File: config.mk
export PLATFORM = sky130hd
export DESIGN_NAME = lan_glue
export DESIGN_NICKNAME = d
export VERILOG_FILES = /design/src/design/lan_glue_pkg.sv /design/src/design/io_window_decode.sv /design/src/design/lan_glue.sv
export SDC_FILE = /design/constraint.sdc
export NUM_CORES = 1
export LEC_CHECK = 0
export ABC_CLOCK_PERIOD_IN_PS = 2300
export BUFFER_PORTS_ARGS = -buffer_cell sky130_fd_sc_hd__buf_2
export CAP_MARGIN = 20
export CELL_PAD_IN_SITES_DETAIL_PLACEMENT = 1
export CELL_PAD_IN_SITES_GLOBAL_PLACEMENT = 1
export CORE_MARGIN = 1
export CORE_UTILIZATION = 41
export CTS_CLUSTER_DIAMETER = 30
export DETAILED_ROUTE_END_ITERATION = 8
export PLACE_DENSITY = 0.8
export SYNTH_ARGS = -nofsm -noshare
export SYNTH_HDL_FRONTEND = slang
export SYNTH_SLANG_ARGS = --single-unit
File: constraint.sdc
create_clock -name core_clk -period 2.3 [get_ports core_clk]
set_clock_uncertainty 0.05 [all_clocks]
set_input_delay 0.23 -clock core_clk [delete_from_list [all_inputs] [get_ports core_clk]]
set_output_delay 0.23 -clock core_clk [all_outputs]
set_load 0.05 [all_outputs]
File: src/design/lan_glue_pkg.sv
// constants, types and register map of the network glue block
package lan_glue_pkg;

  // ***********************************************************
  // register offsets inside the function 0 io window
  // ***********************************************************
  localparam logic [15:0] NET_STATUS_OFFSET = 16'h0018;
  localparam logic [15:0] SOFT_RESET_OFFSET = 16'h001f;

  // ***********************************************************
  // network status register field positions
  // ***********************************************************
  localparam int WATCHDOG_EN_BIT = 6;
  localparam int MEDIA_SELECT_BIT = 3;
  localparam int LOOPBACK_BIT = 2;
  localparam int LINK_FAIL_BIT = 1;
  localparam int MEDIA_MODULE_BIT = 0;

  // ***********************************************************
  // digital port lines and their fixed direction in network mode
  // ***********************************************************
  localparam int MEDIA_SELECT_PIN = 3;
  localparam int LOOPBACK_PIN = 2;
  localparam int LINK_FAIL_PIN = 1;
  localparam int MEDIA_MODULE_PIN = 0;
  localparam logic [3:0] NET_PORT_DIRECTION = 4'h4;

  // ***********************************************************
  // values after reset
  // ***********************************************************
  localparam logic [7:0] RDATA_RESET = 8'h00;
  localparam logic [15:0] LATCHED_ADDR_RESET = 16'h0000;
  localparam logic WATCHDOG_EN_RESET = 1'b0;
  localparam logic LOOPBACK_RESET = 1'b0;

  // ***********************************************************
  // timing
  // ***********************************************************
  localparam int CORE_CLK_PERIOD_PS = 5000;
  localparam int WAIT_TIMEOUT_PS = 11200000;
  // longest wait, so the count rounds down
  localparam int WAIT_TIMEOUT_CYCLES = WAIT_TIMEOUT_PS / CORE_CLK_PERIOD_PS;
  localparam int WAIT_COUNT_W = 12;
  localparam logic [WAIT_COUNT_W-1:0] WAIT_TIMEOUT_COUNT = WAIT_TIMEOUT_CYCLES[WAIT_COUNT_W-1:0];
  localparam int SOFT_RESET_CYCLES = 16;
  localparam int SRST_COUNT_W = 5;
  localparam logic [SRST_COUNT_W-1:0] SOFT_RESET_COUNT = SOFT_RESET_CYCLES[SRST_COUNT_W-1:0];

  // ***********************************************************
  // soft reset sequencer states
  // ***********************************************************
  typedef enum logic [1:0] {
    SRST_IDLE = 2'b00,
    SRST_ACTIVE = 2'b01
  } soft_reset_state_e;

  // legal window masks are ones packed from bit 0 upward
  function automatic logic mask_is_legal(input logic [7:0] mask);
    return ((mask & (mask + 8'h01)) == 8'h00);
  endfunction : mask_is_legal

endpackage : lan_glue_pkg

File: src/design/io_window_decode.sv
// size-aligned io window decoder for one card function
`timescale 1ns/1ps
module io_window_decode (
  input wire logic [15:0] io_addr, // host io address
  input wire logic [15:0] window_base, // programmed base, two implemented bytes
  input wire logic [7:0] window_mask, // io window mask, ones are not decoded
  input wire logic check_disable, // base and limit checking switched off
  output logic window_hit, // address falls inside the window
  output logic [15:0] window_offset // address offset inside the window
);

  logic [15:0] full_mask;
  logic mask_ok;

  // ***********************************************************
  // decode
  // ***********************************************************
  // only the low byte of the mask exists, upper address lines always compare
  assign full_mask = {8'h00, window_mask};
  assign mask_ok = lan_glue_pkg::mask_is_legal(window_mask);

  // base bits under the mask are dropped, so the window is size aligned
  always_comb
  begin
    window_offset = io_addr & full_mask;
    if (check_disable)
    begin
      window_hit = 1'b1;
    end
    else if (window_mask == 8'h00)
    begin
      window_hit = 1'b0;
    end
    else
    begin
      window_hit = mask_ok && (((io_addr ^ window_base) & ~full_mask) == 16'h0000);
    end
  end

endmodule : io_window_decode

File: src/design/lan_glue.sv
// network controller glue: io window decode, local bus latch, status and soft reset
`timescale 1ns/1ps
// Behaviour
// - zero mask passes no io cycles unless base and limit checking is off
// - only masks of ones from bit 0 are legal, window 2 to 256 bytes
// - window aligns to its own size; base bits under the mask are ignored
// - mask one excludes its address line, mask zero includes it
// - window base is 16 bits from two bytes; upper base bytes unused
// - network registers respond only while network controller mode is set
// - network mode enables the dma port and data-to-address latch
// - controller raises bus request 0; device answers with bus grant 0
// - address on shared data bus is captured on address strobe
// - controller write strobe drives both sram byte write enables
// - controller interrupt at end of reception is relayed to host logic
// - status register sits at function 0 base plus 0x018 in network mode
// - status bit D6 enables host wait watchdog that raises interrupts
// - watchdog expires after 11.2 us of continuous host wait
// - read-only D3 gives media selection from digital port pin 3
// - write-only D2 drives loopback request on digital port pin 2
// - read-only D1 gives link fail status from digital port pin 1
// - read-only D0 gives media module presence from digital port pin 0
// - network mode fixes port direction and locks attribute access to it
// - reading reset register at base plus 0x01F asserts soft reset 0
module lan_glue (
  input wire logic core_clk, // 200 MHz core clock
  input wire logic resetn, // asynchronous reset, active low
  input wire logic network_controller_mode, // function 0 config option mode bit
  input wire logic check_disable, // base and limit checking off in config option
  input wire logic [15:0] function0_base, // function 0 io base
  input wire logic [7:0] io_window_mask, // function 0 io window mask
  input wire logic soft_reset_polarity_0, // one makes soft reset active low
  input wire logic [3:0] digital_port_direction_select, // attribute direction, non network mode
  input wire logic [3:0] digital_port_value, // attribute port value, non network mode
  input wire logic [15:0] host_addr, // host io address
  input wire logic host_io_rd, // one-cycle host io read request
  input wire logic host_io_wr, // one-cycle host io write request
  input wire logic [7:0] host_wdata, // host io write data
  output logic [7:0] host_rdata, // register read data
  output logic host_rdata_valid, // read data valid pulse
  output logic function0_hit, // address inside function 0 window
  output logic net_reg_hit, // address hits a network register
  input wire logic host_wait_n, // host wait pin, active low
  output logic wait_timeout, // watchdog expiry pulse to interrupt logic
  input wire logic controller_irq, // controller interrupt pin
  output logic host_irq_relay, // controller interrupt towards host logic
  input wire logic bus_request_0, // controller bus request pin
  output logic bus_grant_0, // bus grant to controller
  input wire logic address_strobe, // controller address strobe, active high
  input wire logic [15:0] shared_data_bus, // shared data bus as seen by the latch
  output logic [15:0] latched_address_bus, // sram address held from strobe
  input wire logic controller_mem_write_n, // controller memory write strobe
  output logic sram_write_en_high_n, // sram upper byte write enable
  output logic sram_write_en_low_n, // sram lower byte write enable
  output logic soft_reset_out_0, // controller soft reset, polarity by setting
  input wire logic [3:0] digital_port_pin_in, // digital port pin levels
  output logic [3:0] digital_port_pin_out, // digital port drive values
  output logic [3:0] digital_port_pin_oe, // digital port drive enables
  output logic [3:0] digital_port_direction, // effective port direction
  output logic digital_port_attr_lock // blocks attribute access to the direction
);

  // ***********************************************************
  // state
  // ***********************************************************
  typedef struct packed {
    logic [1:0] wait_sync;
    logic [1:0] irq_sync;
    logic [1:0] req_sync;
    logic [2:0] ads_sync;
    logic [15:0] data_sync1;
    logic [15:0] data_sync2;
    logic [1:0] wr_sync;
    logic [3:0] port_sync1;
    logic [3:0] port_sync2;
    logic [7:0] rdata;
    logic rdata_valid;
    logic watchdog_en;
    logic loopback;
    logic [lan_glue_pkg::WAIT_COUNT_W-1:0] wait_count;
    logic wait_expired;
    logic wait_timeout;
    logic irq_relay;
    logic grant;
    logic [15:0] latched_addr;
    logic sram_we_n;
    lan_glue_pkg::soft_reset_state_e srst_state;
    logic [lan_glue_pkg::SRST_COUNT_W-1:0] srst_count;
  } lan_state_s;

  lan_state_s state_q;
  lan_state_s state_d;
  logic [15:0] window_offset;
  logic window_hit;
  logic status_sel;
  logic reset_sel;

  // ***********************************************************
  // io window decode
  // ***********************************************************
  io_window_decode u_window (
    .io_addr(host_addr),
    .window_base(function0_base),
    .window_mask(io_window_mask),
    .check_disable(check_disable),
    .window_hit(window_hit),
    .window_offset(window_offset)
  );

  // network registers only exist in network mode
  assign status_sel = network_controller_mode && window_hit &&
    (window_offset == lan_glue_pkg::NET_STATUS_OFFSET);
  assign reset_sel = network_controller_mode && window_hit &&
    (window_offset == lan_glue_pkg::SOFT_RESET_OFFSET);

  // ***********************************************************
  // next state
  // ***********************************************************
  always_comb
  begin
    state_d = state_q;

    // pins pass two flops before anything reads them
    state_d.wait_sync = {state_q.wait_sync[0], host_wait_n};
    state_d.irq_sync = {state_q.irq_sync[0], controller_irq};
    state_d.req_sync = {state_q.req_sync[0], bus_request_0};
    state_d.ads_sync = {state_q.ads_sync[1:0], address_strobe};
    state_d.data_sync1 = shared_data_bus;
    state_d.data_sync2 = state_q.data_sync1;
    state_d.wr_sync = {state_q.wr_sync[0], controller_mem_write_n};
    state_d.port_sync1 = digital_port_pin_in;
    state_d.port_sync2 = state_q.port_sync1;

    // register reads answer one cycle after the request
    state_d.rdata_valid = host_io_rd && (status_sel || reset_sel);
    state_d.rdata = lan_glue_pkg::RDATA_RESET;
    if (host_io_rd && status_sel)
    begin
      // loopback is write only and reads back as zero
      state_d.rdata[lan_glue_pkg::WATCHDOG_EN_BIT] = state_q.watchdog_en;
      state_d.rdata[lan_glue_pkg::MEDIA_SELECT_BIT] =
        state_q.port_sync2[lan_glue_pkg::MEDIA_SELECT_PIN];
      state_d.rdata[lan_glue_pkg::LINK_FAIL_BIT] =
        state_q.port_sync2[lan_glue_pkg::LINK_FAIL_PIN];
      state_d.rdata[lan_glue_pkg::MEDIA_MODULE_BIT] =
        state_q.port_sync2[lan_glue_pkg::MEDIA_MODULE_PIN];
    end

    // status writes steer the watchdog and the loopback line
    if (host_io_wr && status_sel)
    begin
      state_d.watchdog_en = host_wdata[lan_glue_pkg::WATCHDOG_EN_BIT];
      state_d.loopback = host_wdata[lan_glue_pkg::LOOPBACK_BIT];
    end

    // watchdog counts continuous wait; one pulse per stretch of wait
    if (state_q.watchdog_en && !state_q.wait_sync[1])
    begin
      if (state_q.wait_count != lan_glue_pkg::WAIT_TIMEOUT_COUNT)
      begin
        state_d.wait_count = state_q.wait_count + 1'b1;
      end
    end
    else
    begin
      state_d.wait_count = '0;
    end
    state_d.wait_timeout = (state_q.wait_count == lan_glue_pkg::WAIT_TIMEOUT_COUNT) &&
      !state_q.wait_expired;
    state_d.wait_expired = (state_q.wait_count == lan_glue_pkg::WAIT_TIMEOUT_COUNT);

    // controller interrupt is passed on as a level
    state_d.irq_relay = network_controller_mode && state_q.irq_sync[1];

    // the local bus is free for the controller whenever it asks in network mode
    state_d.grant = network_controller_mode && state_q.req_sync[1];

    // capture the address on the strobe's rising edge and hold it after
    if (network_controller_mode && state_q.ads_sync[1] && !state_q.ads_sync[2])
    begin
      state_d.latched_addr = state_q.data_sync2;
    end

    // both byte lanes are written while the controller's strobe is low
    state_d.sram_we_n = !(network_controller_mode && state_q.grant && !state_q.wr_sync[1]);

    // a read of the reset register starts a fixed-length soft reset
    unique case (state_q.srst_state)
      lan_glue_pkg::SRST_IDLE:
      begin
        state_d.srst_count = '0;
        if (host_io_rd && reset_sel)
        begin
          state_d.srst_state = lan_glue_pkg::SRST_ACTIVE;
        end
      end
      lan_glue_pkg::SRST_ACTIVE:
      begin
        state_d.srst_count = state_q.srst_count + 1'b1;
        if (state_q.srst_count == lan_glue_pkg::SOFT_RESET_COUNT - 1'b1)
        begin
          state_d.srst_state = lan_glue_pkg::SRST_IDLE;
        end
      end
      default:
      begin
        state_d.srst_state = lan_glue_pkg::SRST_IDLE;
      end
    endcase
  end

  // ***********************************************************
  // state register
  // ***********************************************************
  always_ff @(posedge core_clk or negedge resetn)
  begin
    if (!resetn)
    begin
      state_q <= '0;
      state_q.wait_sync <= 2'h3;
      state_q.ads_sync <= 3'h0;
      state_q.wr_sync <= 2'h3;
      state_q.rdata <= lan_glue_pkg::RDATA_RESET;
      state_q.watchdog_en <= lan_glue_pkg::WATCHDOG_EN_RESET;
      state_q.loopback <= lan_glue_pkg::LOOPBACK_RESET;
      state_q.latched_addr <= lan_glue_pkg::LATCHED_ADDR_RESET;
      state_q.sram_we_n <= 1'b1;
      state_q.srst_state <= lan_glue_pkg::SRST_IDLE;
    end
    else
    begin
      state_q <= state_d;
    end
  end

  // ***********************************************************
  // outputs
  // ***********************************************************
  assign host_rdata = state_q.rdata;
  assign host_rdata_valid = state_q.rdata_valid;
  assign function0_hit = window_hit;
  assign net_reg_hit = status_sel || reset_sel;
  assign wait_timeout = state_q.wait_timeout;
  assign host_irq_relay = state_q.irq_relay;
  assign bus_grant_0 = state_q.grant;
  assign latched_address_bus = state_q.latched_addr;
  assign sram_write_en_high_n = state_q.sram_we_n;
  assign sram_write_en_low_n = state_q.sram_we_n;

  // polarity one gives an active low pulse, as the controller expects
  assign soft_reset_out_0 = (state_q.srst_state == lan_glue_pkg::SRST_ACTIVE) ^
    soft_reset_polarity_0;

  // network mode pins the port direction and hides it from attribute space
  always_comb
  begin
    if (network_controller_mode)
    begin
      digital_port_direction = lan_glue_pkg::NET_PORT_DIRECTION;
      digital_port_pin_out = 4'h0;
      digital_port_pin_out[lan_glue_pkg::LOOPBACK_PIN] = state_q.loopback;
    end
    else
    begin
      digital_port_direction = digital_port_direction_select;
      digital_port_pin_out = digital_port_value;
    end
    digital_port_pin_oe = digital_port_direction;
  end
  assign digital_port_attr_lock = network_controller_mode;

endmodule : lan_glue

==> results.json <==
{
  "hold_violations": 0,
  "final_util_pct": 54.3,
  "drt-total-wl_mm": 8.16,
  "gp_congestion": 0.861,
  "leakagePower_nw": 2.31,
  "postCtsSetupRepairBufs": 0,
  "die_area_um2": 9440,
  "critPathLaunchType": "input pin",
  "drtAntennaViolNets": 0,
  "core_um2": 8760,
  "grt_pass1_wl_mm": 13.6,
  "port_buffers": 122,
  "cts_tree": "done",
  "p_total_w": 0.00364,
  "pwr-share-clk_pct": 32.7,
  "drive_gt1_share_pct": 41.6,
  "viasPerCell": 4.74,
  "hp-class": "in -> reg",
  "synth_edf_count": 0,
  "wl_per_cell_um": 15.7,
  "vias": 2467,
  "end_kind": "output port",
  "power_switching_w": 0.00104,
  "drtPass1Iterations": 5,
  "swShare_pct": 28.5,
  "seq_area_frac_synth_pct": 64.2,
  "worstPathMaxFanout": 5,
  "criticalPathCategory": "in -> out",
  "drc": 0,
  "status": "finished clean",
  "fin_crit_ns": 2.02,
  "syn_avg_cell_area_um2": 13.5,
  "placed_area_um2": 4280,
  "cap_violations": 0,
  "dp_hpwl_mm": 5.82,
  "rows": 34,
  "worst_pin_slew_ns": 0.565,
  "nNetsFinal": 500,
  "antenna_cells": 0,
  "p_per_area_nw_per_um2": 766,
  "cts_sinks": 95,
  "htreeDepth": 3,
  "p_int_w": 0.00261,
  "synthDistinctLibCells": 40,
  "worstPathArrival_ns": 1.74,
  "dominantRegCellSynth": "dfrtp_1",
  "crit_required_ns": 2.02,
  "drt-initial-drc-count": 71,
  "grt_pass1_vias": 2753,
  "cts_buffer_depth": 2,
  "ys_warn_count": 0,
  "grt_max_degree": 45,
  "syn_area_um2": 3710,
  "path_clk_slew_ns": 0.09,
  "cts_root_buf": "clkbuf_8",
  "ys_seq_elements": 95,
  "clock_latency_ns": 0.35,
  "synthArstFlopShare_pct": 100,
  "numCtsBuffers": 9,
  "area_growth_pct": 28.1,
  "final_area_um2": 4750,
  "final_common_cell": "buf_2",
  "start_util_pct": 42.4,
  "combPwrFrac_pct": 17.5,
  "grt_use_total_pct": 18.4,
  "slew_violations": 0,
  "peakVddDrop_v": 0.000304,
  "overflow": 0,
  "final_cell_mix": "121 x buf_2, 90 x dfrtp_1, 25 x dlygate4sd3_1, 22 x nor2_1",
  "antenna_found_initial": 0,
  "setup_viol": 0,
  "die_w_um": 97.2,
  "boundaryPins": 134,
  "seqPwrFrac_pct": 49.8,
  "post-route-period-util_pct": 87.7,
  "max_freq_ghz": 0.496,
  "synth_cells": 276,
  "slew_headroom_pct": 62.4,
  "fin_setup_tns_ns": 0,
  "rsz0062_at_grt": "false",
  "die-height_um": 97.2
}
per-layer routing:
| metal | share of wire (%) | track usage [%] | up-vias |
|---|---|---|---|
| li1 | - | - | 1146 |
| met1 | 41 | 21.9 | 1238 |
| met2 | 53 | 33.0 | 71 |
| met3 | 4.2 | 4.32 | 12 |
| met4 | 1.5 | 5.74 | 0 |
| met5 | 0 | 0 | - |
final cells by class:
cell class / count / area, um2
repair buffers: 151 / 906
fillers: 958 / 4010
clock inverters: 6 / 93.8
well taps: 108 / 135
multi-input cells: 143 / 1080
flip-flops and latches: 95 / 2380
clock buffers: 10 / 128
inverters: 8 / 30.0
through the flow:
stage          worst slack, ns  std cells  hold WS, ns
3_3_place_gp             0.268        480        0.199
2_1_floorplan            0.311        279       -0.116
3_5_place_dp             0.232        480        0.209
4_1_cts                  0.281        521       0.0279
6_report                 0.282        521       0.0413
5_1_grt                  0.224        521       0.0312
state kept, by name, indices dropped and copies added (netlist names):
signal,flops
bus_grant_0,1
host_irq_relay,1
host_rdata,4
host_rdata_valid,1
latched_address_bus,16
sram_write_en_high_n,1
state_d,25
state_q,45
wait_timeout,1
cells by family after synthesis:
family | synth area share, %
XOR/XNOR | 6.84
multiplexers | 6.07
other | 0.101
AO/OA/AOI/OAI | 3.24
AND/OR/NAND/NOR | 11.0
buffers and inverters | 7.18
flip-flops | 64.2
adder cells (fa/ha/maj) | 1.35
cells in the mapped netlist, types with 2 or more instances:
master | n | area [um2]
nand3_1 | 8 | 40.0
o21ai_0 | 2 | 10.0
o22ai_1 | 3 | 18.8
xnor2_1 | 18 | 158
and2_1 | 4 | 25.0
nand2_1 | 4 | 15.0
buf_4 | 30 | 225
nor4_2 | 2 | 25.0
dfrtp_1 | 90 | 2250
and3_1 | 10 | 62.6
nor3_1 | 2 | 10.0
inv_1 | 8 | 30.0
nor2_1 | 22 | 82.6
nand3b_1 | 2 | 15.0
clkbuf_1 | 3 | 11.3
mux2_2 | 18 | 203
nand4_1 | 2 | 12.5
ha_1 | 4 | 50.1
nor2b_1 | 7 | 43.8
dfstp_2 | 5 | 131
xor2_1 | 11 | 96.3
mux2_1 | 2 | 22.5
or4_1 | 2 | 15.0
critical path: stages:
cell	delay (ns)
buf_2	0.14
or4_1	0.56
o22ai_2	0.16
nor4_2	0.09
a31oi_4	0.27
nor3_2	0.08
buf_2	0.22
what timing repair did:
action	4_1_cts	5_1_grt
endpoints found under the hold margin	63	0
hold buffers	25	0
resized for setup	0	0
path summary, 6_finish.rpt:
path	startpoint	to	slack, ns	cells past startpoint
worst max-delay path	io_window_mask[0]	net_reg_hit	0.28	7
worst max register to register	state_q[28]	state_q[30]	0.66	7
worst min register to register	state_d[65]	state_q[65]	0.30	0
min in group asynchronous	resetn	state_d[75]	0.38	2
max in group asynchronous	resetn	state_q[74]	1.14	3
worst min-delay path	host_wdata[2]	state_q[40]	0.04	2
power by group through the flow:
stage | clock (W) | sequential (W) | combinational [W]
global route | 0.00130 | 0.00183 | 0.000676
CTS | 0.00123 | 0.00181 | 0.000641
detailed placement | 0 | 0.00185 | 0.000605
global placement | 0 | 0.00184 | 0.000590
floorplan | 0 | 0.00184 | 0.000476
finish | 0.00119 | 0.00181 | 0.000638
(Power assumes the default switching activity.)
